--- src/verilog/pac_pkg.sv ---
// Shared constants and carrier types for the converter control block.
// Assumes a 200 MHz APB clock and a conversion rate derived from it.
package pac_pkg;

   // Clock rates and the conversion-rate divider
   localparam int PCLK_HZ = 200_000_000;
   localparam int CONV_CLK_HZ = 10_000_000;
   localparam int CONV_DIV = PCLK_HZ / CONV_CLK_HZ;

   // Sequence lengths in conversion clock cycles
   localparam int CAL_CYCLES = 4000;
   localparam int WAKE_CYCLES = 4000;
   localparam int CAL_HOLD_CYCLES = 3;
   localparam int LATENCY = 10;

   // Core geometry
   localparam int STAGES = 15;
   localparam int DATA_W = 12;
   localparam int COEF_W = 16;
   localparam int FRAC_W = 4;
   localparam int CAL_WINDOW_W = 8;

   // Register byte offsets
   localparam logic [7:0] CTRL_OFS = 8'h00;
   localparam logic [7:0] STATUS_OFS = 8'h04;
   localparam logic [7:0] RESULT_OFS = 8'h08;
   localparam logic [7:0] COEF_SEL_OFS = 8'h0c;
   localparam logic [7:0] COEF_OFS = 8'h10;

   // Control field positions and reset values
   localparam int CTRL_CAL_BIT = 0;
   localparam int CTRL_SLEEP_BIT = 1;
   localparam logic CTRL_SLEEP_RESET = 1'b0;
   localparam logic [3:0] COEF_SEL_RESET = 4'h0;

   typedef enum logic [1:0] {
      ST_CAL = 2'b00,
      ST_RUN = 2'b01,
      ST_SLEEP = 2'b10,
      ST_WAKE = 2'b11
   } pac_state_type;

   // One output word as seen on the pins
   typedef struct packed {
      logic ready;
      logic out_of_range;
      logic [DATA_W-1:0] data;
   } pac_result_type;

   // One raw sample from the conversion core
   typedef struct packed {
      logic below_ground;
      logic above_ref;
      logic [STAGES-1:0] stage_bits;
   } pac_raw_type;

endpackage

--- src/verilog/pac_top.sv ---
// Control, calibration, correction and output logic of the converter.
// Assumes the analog core delivers raw stage bits and range flags once per
// conversion tick, and a measured stage weight during calibration.
//
// How it works
// - A calibration lasts 4000 conversion ticks.
// - Words produced while calibrating are meaningless; ready flags them.
// - Calibration starts at reset release and on each valid request while converting.
// - Calibration stores one measured coefficient per raw stage bit.
// - Fifteen stages each supply one raw bit per conversion.
// - Raw bits weighted by coefficients form the 12-bit code.
// - A new word every tick, delayed by a fixed pipeline depth.
// - Outputs drive while output enable pin low, float when high.
// - Sleep request high holds idle with no conversions.
// - After sleep ends, conversion resumes within the wake time.
// - Pipeline contents are discarded on entering sleep.
// - Ready high only when converting; low in calibration or sleep.
// - Fourteen digital outputs: twelve data, ready, out of range.
// - Ready falls within three ticks of an accepted request.
// - Leaving sleep takes 4000 conversion ticks.
// - Result words are unsigned straight binary.
// - Out-of-range flag follows the core's range comparators.
//
// Local design decisions: the address map and the APB slave port.
`timescale 1ns/10ps
module pac_top #(
   parameter int CONV_DIV = pac_pkg::CONV_DIV,
   parameter int LATENCY = pac_pkg::LATENCY
) (
   // Clock and reset
   input wire logic pclk,
   input wire logic presetn,
   // APB slave
   input wire logic psel,
   input wire logic penable,
   input wire logic pwrite,
   input wire logic [7:0] paddr,
   input wire logic [31:0] pwdata,
   output logic [31:0] prdata,
   output logic pready,
   output logic pslverr,
   // Control pins
   input wire logic cal_request,
   input wire logic output_enable_n,
   input wire logic sleep_request,
   // Conversion core
   input wire pac_pkg::pac_raw_type raw,
   input wire logic [pac_pkg::COEF_W-1:0] stage_weight,
   output logic [3:0] stage_select,
   output logic core_sleep,
   // Result pins
   output pac_pkg::pac_result_type result,
   output logic result_oe
);
   import pac_pkg::*;

   pac_state_type state;
   logic [7:0] div_count;
   logic conv_tick;
   logic [11:0] cycle_count;
   logic [1:0] cal_hold;
   logic pin_cal_accept;
   logic sw_cal;
   logic sw_sleep;
   logic sleep_active;
   logic cal_accept;
   logic [3:0] coef_sel;
   logic [COEF_W-1:0] coef [STAGES];
   logic [COEF_W-1:0] term [STAGES];
   logic [COEF_W+3:0] sum;
   logic [DATA_W-1:0] next_code;
   logic [DATA_W:0] pipe [LATENCY];
   logic apb_setup;
   logic apb_write;
   logic ctrl_write;
   logic sel_write;
   logic [31:0] next_prdata;
   logic next_pslverr;

   assign sleep_active = sleep_request | sw_sleep;

   // Conversion rate as a one-cycle enable
   always_ff @(posedge pclk or negedge presetn) begin
      if (!presetn) begin
         div_count <= 8'h00;
         conv_tick <= 1'b0;
      end else if (div_count == 8'(CONV_DIV - 1)) begin
         div_count <= 8'h00;
         conv_tick <= 1'b1;
      end else begin
         div_count <= div_count + 8'h01;
         conv_tick <= 1'b0;
      end
   end

   // level hold count
   // Counts consecutive ticks with the pin high; fires once per assertion
   always_ff @(posedge pclk or negedge presetn) begin
      if (!presetn) begin
         cal_hold <= 2'b00;
         pin_cal_accept <= 1'b0;
      end else begin
         pin_cal_accept <= 1'b0;
         if (conv_tick) begin
            if (!cal_request) begin
               cal_hold <= 2'b00;
            end else if (cal_hold != 2'(CAL_HOLD_CYCLES)) begin
               cal_hold <= cal_hold + 2'b01;
               if (cal_hold == 2'(CAL_HOLD_CYCLES - 1)) begin
                  pin_cal_accept <= 1'b1;
               end
            end
         end
      end
   end

   assign cal_accept = pin_cal_accept | sw_cal;

   // Sequencer
   always_ff @(posedge pclk or negedge presetn) begin
      if (!presetn) begin
         state <= ST_CAL;
         cycle_count <= 12'h000;
      end else begin
         unique case (state)
            ST_CAL: begin
               if (sleep_active) begin
                  state <= ST_SLEEP;
                  cycle_count <= 12'h000;
               end else if (conv_tick) begin
                  if (cycle_count == 12'(CAL_CYCLES - 1)) begin
                     state <= ST_RUN;
                     cycle_count <= 12'h000;
                  end else begin
                     cycle_count <= cycle_count + 12'h001;
                  end
               end
            end
            ST_RUN: begin
               if (sleep_active) begin
                  state <= ST_SLEEP;
               end else if (cal_accept) begin
                  state <= ST_CAL;
                  cycle_count <= 12'h000;
               end
            end
            ST_SLEEP: begin
               if (!sleep_active) begin
                  state <= ST_WAKE;
                  cycle_count <= 12'h000;
               end
            end
            ST_WAKE: begin
               if (sleep_active) begin
                  state <= ST_SLEEP;
               end else if (conv_tick) begin
                  if (cycle_count == 12'(WAKE_CYCLES - 1)) begin
                     state <= ST_RUN;
                     cycle_count <= 12'h000;
                  end else begin
                     cycle_count <= cycle_count + 12'h001;
                  end
               end
            end
         endcase
      end
   end

   // coefficient capture
   // Each stage gets a 256-tick window; the weight is taken at its end
   genvar gi;
   generate
      for (gi = 0; gi < STAGES; gi++) begin : g_stage
         always_ff @(posedge pclk or negedge presetn) begin
            if (!presetn) begin
               coef[gi] <= COEF_W'(16'h8000 >> gi);
            end else if (state == ST_CAL && conv_tick &&
                         cycle_count[11:8] == 4'(gi) &&
                         cycle_count[7:0] == 8'hff) begin
               coef[gi] <= stage_weight;
            end
         end
         assign term[gi] = raw.stage_bits[gi] ? coef[gi] : '0;
      end
   endgenerate

   // Calibration stage steering, parked at stage 0 outside calibration
   always_ff @(posedge pclk or negedge presetn) begin
      if (!presetn) begin
         stage_select <= 4'h0;
      end else begin
         stage_select <= (state == ST_CAL) ? cycle_count[11:8] : 4'h0;
      end
   end

   // Core power switch follows the sleep state
   always_ff @(posedge pclk or negedge presetn) begin
      if (!presetn) begin
         core_sleep <= 1'b0;
      end else begin
         core_sleep <= (state == ST_SLEEP);
      end
   end

   // sum and saturate to unsigned code
   always_comb begin
      sum = '0;
      for (int i = 0; i < STAGES; i++) begin
         sum = sum + (COEF_W+4)'(term[i]);
      end
      if (sum[COEF_W+3:FRAC_W] > (COEF_W)'({DATA_W{1'b1}})) begin
         next_code = {DATA_W{1'b1}};
      end else begin
         next_code = sum[FRAC_W+DATA_W-1:FRAC_W];
      end
   end

   // flushed while asleep, so stale words never resurface
   always_ff @(posedge pclk or negedge presetn) begin
      if (!presetn) begin
         for (int i = 0; i < LATENCY; i++) begin
            pipe[i] <= '0;
         end
      end else if (state == ST_SLEEP) begin
         for (int i = 0; i < LATENCY; i++) begin
            pipe[i] <= '0;
         end
      end else if (conv_tick) begin
         // range flag travels with its sample
         pipe[0] <= {raw.below_ground | raw.above_ref, next_code};
         for (int i = 1; i < LATENCY; i++) begin
            pipe[i] <= pipe[i-1];
         end
      end
   end

   always_ff @(posedge pclk or negedge presetn) begin
      if (!presetn) begin
         result <= '0;
      end else begin
         // ready low while calibrating or asleep
         result.ready <= (state == ST_RUN) && !cal_accept && !sleep_active;
         if (conv_tick) begin
            result.out_of_range <= pipe[LATENCY-1][DATA_W];
            result.data <= pipe[LATENCY-1][DATA_W-1:0];
         end
      end
   end

   always_ff @(posedge pclk or negedge presetn) begin
      if (!presetn) begin
         result_oe <= 1'b0;
      end else begin
         result_oe <= !output_enable_n;
      end
   end

   // APB slave: one wait state, answer registered
   assign apb_setup = psel && !penable;
   // Writes land on the edge at which the master sees pready high
   assign apb_write = psel && penable && pwrite && pready;
   assign ctrl_write = apb_write && (paddr == CTRL_OFS);
   assign sel_write = apb_write && (paddr == COEF_SEL_OFS);

   // One-cycle software calibration strike
   always_ff @(posedge pclk or negedge presetn) begin
      if (!presetn) begin
         sw_cal <= 1'b0;
      end else begin
         // Software request is taken as already qualified
         sw_cal <= ctrl_write && pwdata[CTRL_CAL_BIT];
      end
   end

   // Software sleep level, ORed with the pin
   always_ff @(posedge pclk or negedge presetn) begin
      if (!presetn) begin
         sw_sleep <= CTRL_SLEEP_RESET;
      end else if (ctrl_write) begin
         sw_sleep <= pwdata[CTRL_SLEEP_BIT];
      end
   end

   // Coefficient read-back selector
   always_ff @(posedge pclk or negedge presetn) begin
      if (!presetn) begin
         coef_sel <= COEF_SEL_RESET;
      end else if (sel_write) begin
         coef_sel <= pwdata[3:0];
      end
   end

   always_comb begin
      next_prdata = 32'h0000_0000;
      next_pslverr = 1'b0;
      unique case (paddr)
         CTRL_OFS: next_prdata[CTRL_SLEEP_BIT] = sw_sleep;
         STATUS_OFS: next_prdata = {12'h000, cycle_count, 3'h0,
                                    result.ready, 2'h0, state};
         RESULT_OFS: next_prdata = {18'h00000, result};
         COEF_SEL_OFS: next_prdata = {28'h0000000, coef_sel};
         COEF_OFS: begin
            if (coef_sel < 4'(STAGES)) begin
               next_prdata = {16'h0000, coef[coef_sel]};
            end
         end
         default: next_pslverr = 1'b1;
      endcase
   end

   always_ff @(posedge pclk or negedge presetn) begin
      if (!presetn) begin
         pready <= 1'b0;
         prdata <= 32'h0000_0000;
         pslverr <= 1'b0;
      end else begin
         pready <= psel && penable && !pready;
         if (psel && penable && !pready) begin
            prdata <= pwrite ? 32'h0000_0000 : next_prdata;
            pslverr <= next_pslverr;
         end else begin
            pslverr <= 1'b0;
         end
      end
   end

   // Setup cycle decode drives nothing; kept for clarity of phases
   logic unused_setup;
   assign unused_setup = apb_setup;

endmodule

--- config.mk ---
export PLATFORM = sky130hd
export DESIGN_NAME = pac_top
export DESIGN_NICKNAME = d
export VERILOG_FILES = /design/src/verilog/pac_pkg.sv /design/src/verilog/pac_top.sv
export SDC_FILE = /design/constraint.sdc
export NUM_CORES = 1
export LEC_CHECK = 0
export ABC_AREA = 1
export BUFFER_PORTS_ARGS = -buffer_cell sky130_fd_sc_hd__buf_4
export CORE_ASPECT_RATIO = 0.5
export CORE_MARGIN = 2
export CORE_UTILIZATION = 55
export DETAILED_ROUTE_END_ITERATION = 6
export PLACE_DENSITY = 0.75
export SLEW_MARGIN = 20
export SYNTH_ARGS = -nofsm -noshare
export SYNTH_HDL_FRONTEND = slang
export SYNTH_SLANG_ARGS = --single-unit
--- constraint.sdc ---
create_clock -name pclk -period 7.3 [get_ports pclk]
set_clock_uncertainty 0.05 [all_clocks]
set_input_delay 0.73 -clock pclk [delete_from_list [all_inputs] [get_ports pclk]]
set_output_delay 0.73 -clock pclk [all_outputs]
set_load 0.03 [all_outputs]
==> reports/qor.txt, run 1 <==
Status: completed
Crit path DAT: 6460 ps
Post-DP HPWL: 49390 um
Post-route DRC violation count: 0
Met2 wire length: 33980 um
Wire per inst: 18.79 um
Metal3 WL: 6321 um
Crit path max fanout: 12
First-pass GRT wire length: 113500 um
Clk slew on worst S/H paths: 60 ps
Fin nets: 3447
TNS Setup: 0 ps
Ports: 135
Syn Inst Count: 3143
Synthesized area per cell: 8.390 um^2
DR top layer: met4
Initial drt markers: 2169
Worst Setup Start Kind: register
Die W: 313.7 um
Synth cell types: 54
Number of port buffers: 94
Slowest stage delay, CP: 610 ps
Final min period: 6045 ps
Worst path bufs/invs: 3
Tightest Hold Check Type: input port to async pin
Max-slew headroom: 0.2698
Yosys reg bits: 444
Die ar.: 0.04982 mm^2
Share of cells above drive strength 1: 0.07432
CP most frequent cell: nand2_1
Dpl cell area: 0.02733 mm^2
EDFF count, synth: 0
Core area: 0.04709 mm^2
Starting Density: 0.5601
CTS buffer count: 42
Commonest non-fill, non-tap cell in the layout: nand2_1
Vias per cell: 5.579
Yosys warns: 0
Post-route ant nets: 0
CTS tree: built
Worst-path cell chain: nand2_1 > fa_1 > fa_1 > inv_1 > fa_1 > fa_1 > fa_1 > inv_1 > fa_1 > inv_1 > ha_1 > nand2_1 > nor2_1 > nand3_1 > nand3_2 > nand2_1 > nand2_1 > nand2_1 > nand2_1 > nand3_1 > nor2_2 > nand2_1 > nand2_1 > nand2_1
Total vias in the final route: 21220
Power Density: 510.1 mW/mm^2
Initial antenna violation count: 3
Crit share post-route: 0.8281
CP endpoint kind: register
Synthesized area: 0.02637 mm^2
Fin area: 0.02880 mm^2
Sequential fraction of the synthesis area: 0.4220
Pins Over Slew Limit: 0
Cts hold-fix bufs: 0
M1 WL: 28990 um
Finish-stage setup viols: 0
Worst-Skew Late Latency: 580 ps
CP max-delay cell: fa_1
Worst Tran Pin Value: 1093 ps
Crit Path Class: register to register
FMAX: 165.4 MHz
Post-synth top flop: dfrtp_1
Post-cts sizing count: 0
Clock Tree Root: clkbuf_16
GPL Wtd Cong: 0.9785
WP data required: 7710 ps
Ys async rst share: 1.000
Vias in the first global route: 20680
Maximum VDD drop: 1354 uV
1st-pass router iterations: 6
Most frequent cells in the layout: 811 x nand2_1, 517 x inv_1, 426 x dfrtp_1, 403 x o21ai_0, 203 x fa_1
H-tree levels: 2
Pin count of the biggest net entering global routing: 143
GRT overflow: 0
Count of final hold-check violations: 0
Setup bufs post-CTS: 0
Die height: 158.8 um
TritonCTS Sinks: 444
Gr usage total: 0.2907
Max Cap Viol: 0
Row count: 56
Clk buf depth: 3
Total Wirelength: 71470 um
RSZ-0062 raised after global routing: no
Layout area overhead: 9.224%
CP delay by family, top: adder cells
Pleak: 14.86 nW
layer usage:
metal	vias up	GRT usage
li1	9753	-
met1	10430	0.3971
met2	890	0.4721
met3	144	0.05669
met4	0	0.08960
met5	-	0
flip-flops by register name, indices dropped and copies added, names as in the netlist, 2 cells and up:
register,count
coef_sel,4
prdata,20
state,2
cal_hold,2
div_count,8
coef,240
cycle_count,12
result,14
stage_select,4
pipe,130
synth_stat cells (all sizes together) (2+ instances only):
cell type	n	share of area
nand2	822	0.12
inv	523	0.074
dfrtp	429	0.41
o21ai	415	0.079
fa	203	0.15
nor2	168	0.025
clkbuf	139	0.020
o22ai	137	0.033
nand3	71	0.014
buf	50	0.011
a21oi	41	0.0078
ha	34	0.016
nor3	17	0.0038
dfstp	15	0.015
a31oi	12	0.0028
xor2	9	0.0030
nand4	8	0.0021
xnor2	7	0.0023
nor4	6	0.0017
o31ai	6	0.0022
o311ai	5	0.0017
a32o	4	0.0015
o21bai	3	0.00085
clkinv	2	0.00028
nor3b	2	0.00057
o211ai	2	0.00057
o221ai	2	0.00066
stage by stage:
step / total power, mW / cells / utilization / setup WS [ps] / hold slack, ps
floorplan: 9.008 / 3154 / - / 1336 / 382.9
global placement: 12.02 / 3723 / 0.5804 / 856.8 / 398.9
detailed placement: 12.17 / 3723 / 0.5804 / 790.7 / 406.0
CTS: 14.54 / 3800 / 0.6110 / 1315 / 208.0
global route: 15.78 / 3802 / 0.6117 / 993.8 / 223.3
finish: 14.69 / 3803 / 0.6117 / 1255 / 153.5
where the power goes:
part	leakage (nW)	internal, mW	switching [mW]	total (mW)
Clock	0.686	1.30	1.01	2.31
Sequential	4.94	2.48	0.0143	2.49
Combinational	9.23	3.13	6.76	9.89
Total	14.9	6.90	7.79	14.7
cells by family after synthesis:
logic type	share of synthesized area
xor gates and xnor gates	0.005314
DFF	0.4220
buffers and inverters	0.1060
AOI/OAI and AO/OA	0.1309
adders and majority gates	0.1702
and+or+nand+nor	0.1654
other	0.0001422
final cells by class:
class / instances / area [um^2]
antenna: 3 / 7.507
clock inverter: 16 / 240.2
tap: 638 / 798.3
sequential: 444 / 11140
fill: 4071 / 18280
inverter: 525 / 1972
clock buffer: 61 / 1202
timing repair buffer: 120 / 937.1
multi-input combinational: 1996 / 12510
final timing paths:
path                                 startpoint            to  slack, ps  cells after the start
worst max-delay path                  coef[137]     pipe[121]       1260                     24
worst min-delay path                    presetn  div_count[1]        150                      1
worst max register to register        coef[137]     pipe[121]       1260                     24
worst min register to register     div_count[0]  div_count[0]        410                      1
max in group asynchronous               presetn     coef[163]       5650                      2
min in group pclk               output_enable_n     result_oe        240                      2
worst register-to-register path, delay by kind of cell (launching register included):
family        cells  cell delay (ps)
fa+ha+maj         7             3420
simple gates     14             1770
flops             1              540
buf+inv           3              140
Power figures use the tool's default switching activity.
==> run 2, diff against run 1 <==
clock period = 5.8 ns   (was 7.3 ns; I/O delays follow)
==> reports/qor.txt, run 2 (synthesized netlist as in run 1, its figures left out) <==
Status: finished, violations left
Failing checks: negative hold slack
CTS buffer count: 41
Commonest non-fill, non-tap cell in the layout: nand2_1
Core area: 0.04709 mm^2
Crit share post-route: 0.9776
Ports: 135
Initial drt markers: 2081
Die ar.: 0.04982 mm^2
Tightest Hold Check Type: input port to async pin
FMAX: 176.4 MHz
Pin count of the biggest net entering global routing: 122
Vias per cell: 5.582
Slowest stage delay, CP: 560 ps
Layout Cells excl Fill: 3849
Clock Tree Root: clkbuf_16
Fin nets: 3497
First-pass GRT wire length: 114600 um
Layout area overhead: 11.44%
Gr usage total: 0.2931
Biggest regs: coef (240), pipe (130), prdata (20)
Initial antenna violation count: 5
Worst path bufs/invs: 6
RSZ-0062 raised after global routing: yes
Wire per inst: 18.74 um
CP most frequent cell: nand2_1
Pins Over Slew Limit: 0
Post-route ant nets: 0
GRT overflow: 0
Vias in the first global route: 20960
Cells after DPL: 3772
N_diodes: 0
GPL Wtd Cong: 0.9275
Filler cells: 3984
TritonCTS Sinks: 444
Die height: 158.8 um
Clk buf depth: 3
Worst Tran Pin Value: 1056 ps
Number of port buffers: 94
Count of final hold-check violations: 1
Crit path DAT: 6080 ps
Largest register FFs: 240
Total vias in the final route: 21490
Critical R2R Launch: coef[226]
Worst-Skew Late Latency: 570 ps
Final min period: 5670 ps
Worst Setup Start Kind: register
Total Wirelength: 72140 um
CTS tree: built
CP delay by family, top: adder cells
Hold_ws: -5.055 ps
Clk slew on worst S/H paths: 70 ps
Most frequent cells in the layout: 784 x nand2_1, 514 x inv_1, 426 x dfrtp_1, 401 x o21ai_0, 198 x fa_1
Crit Path Class: register to register
Worst Setup SP: coef[226]
Post-route DRC violation count: 0
Cts hold-fix bufs: 0
H-tree levels: 2
Max-slew headroom: 0.2943
Largest register by flop count: coef
Crit path max fanout: 6
Row count: 56
Starting Density: 0.5601
Share of cells above drive strength 1: 0.1059
WP data required: 6210 ps
Finish-stage setup viols: 0
Max Cap Viol: 0
Die W: 313.7 um
CP max-delay cell: fa_1
1st-pass router iterations: 6
CP endpoint kind: register
Post-DP HPWL: 50460 um
==> run 2: cell types whose count changed in the layout (fill, tap and decap cells not counted), moves of 5 or more <==
cell,previous run,this run
buf_4,116,165
nand2_1,811,784
nand2_2,10,36
ha_1,34,25
ha_4,0,8
a21oi_1,41,35
a21oi_2,0,5
fa_1,203,198
fa_2,0,5
==> run 2: cell type report <==
type                       count  area (um^2)  share of cell area
clock inverter                14        170.2            0.005790
sequential                   444        11140              0.3789
clock buffer                  61         1191             0.04053
multi-input combinational   1996        12760              0.4342
tap                          638        798.3             0.02716
timing repair buffer         171         1359             0.04624
inverter                     525         1972             0.06710
==> run 2: timing repair <==
action	in CTS	in global routing
resized for setup	0	60
endpoints found under the setup margin	0	12
setup buffers	0	1
==> run 2: worst reg2reg max path: cells and delay by family (launching register included) <==
| kind | cells | cell delay (ps) |
|---|---|---|
| adders and majority gates | 7 | 3250 |
| and+or+nand+nor | 14 | 1370 |
| buffers and inverters | 6 | 540 |
| DFF | 1 | 390 |
==> run 2: metrics by stage <==
stage | setup TNS, ps | setup slack, ps | area (um^2) | utilization | hold slack, ps
2_1_floorplan | 0 | 4.655 | 26410 | - | 234.4
3_3_place_gp | -2463 | -208.2 | 27720 | 0.5888 | 398.2
3_5_place_dp | -2624 | -236.0 | 27720 | 0.5888 | 406.4
4_1_cts | 0 | 87.83 | 29090 | 0.6177 | 29.88
5_1_grt | -1019 | -104.5 | 29390 | 0.6241 | 54.27
6_report | 0 | 129.7 | 29390 | 0.6241 | -5.055
==> run 2: metal layers <==
layer / wire length [um] / GRT usage
met1: 29460 / 0.4067
met2: 33570 / 0.4640
met4: 2730 / 0.1092
met3: 6338 / 0.05199
met5: 37 / 0
==> run 2: final timing paths <==
kind,cells after the start,slack [ps],to
max reg2reg,27,130,pipe[128]
max,27,130,pipe[128]
min in group pclk,2,100,result_oe
max in group asynchronous,2,4440,coef[17]
min,1,-5,div_count[6]
min reg2reg,1,410,div_count[0]
Power of run 2 is not shown: default switching activity piles up to over one toggle a cycle in this logic, so the estimate is an artifact.
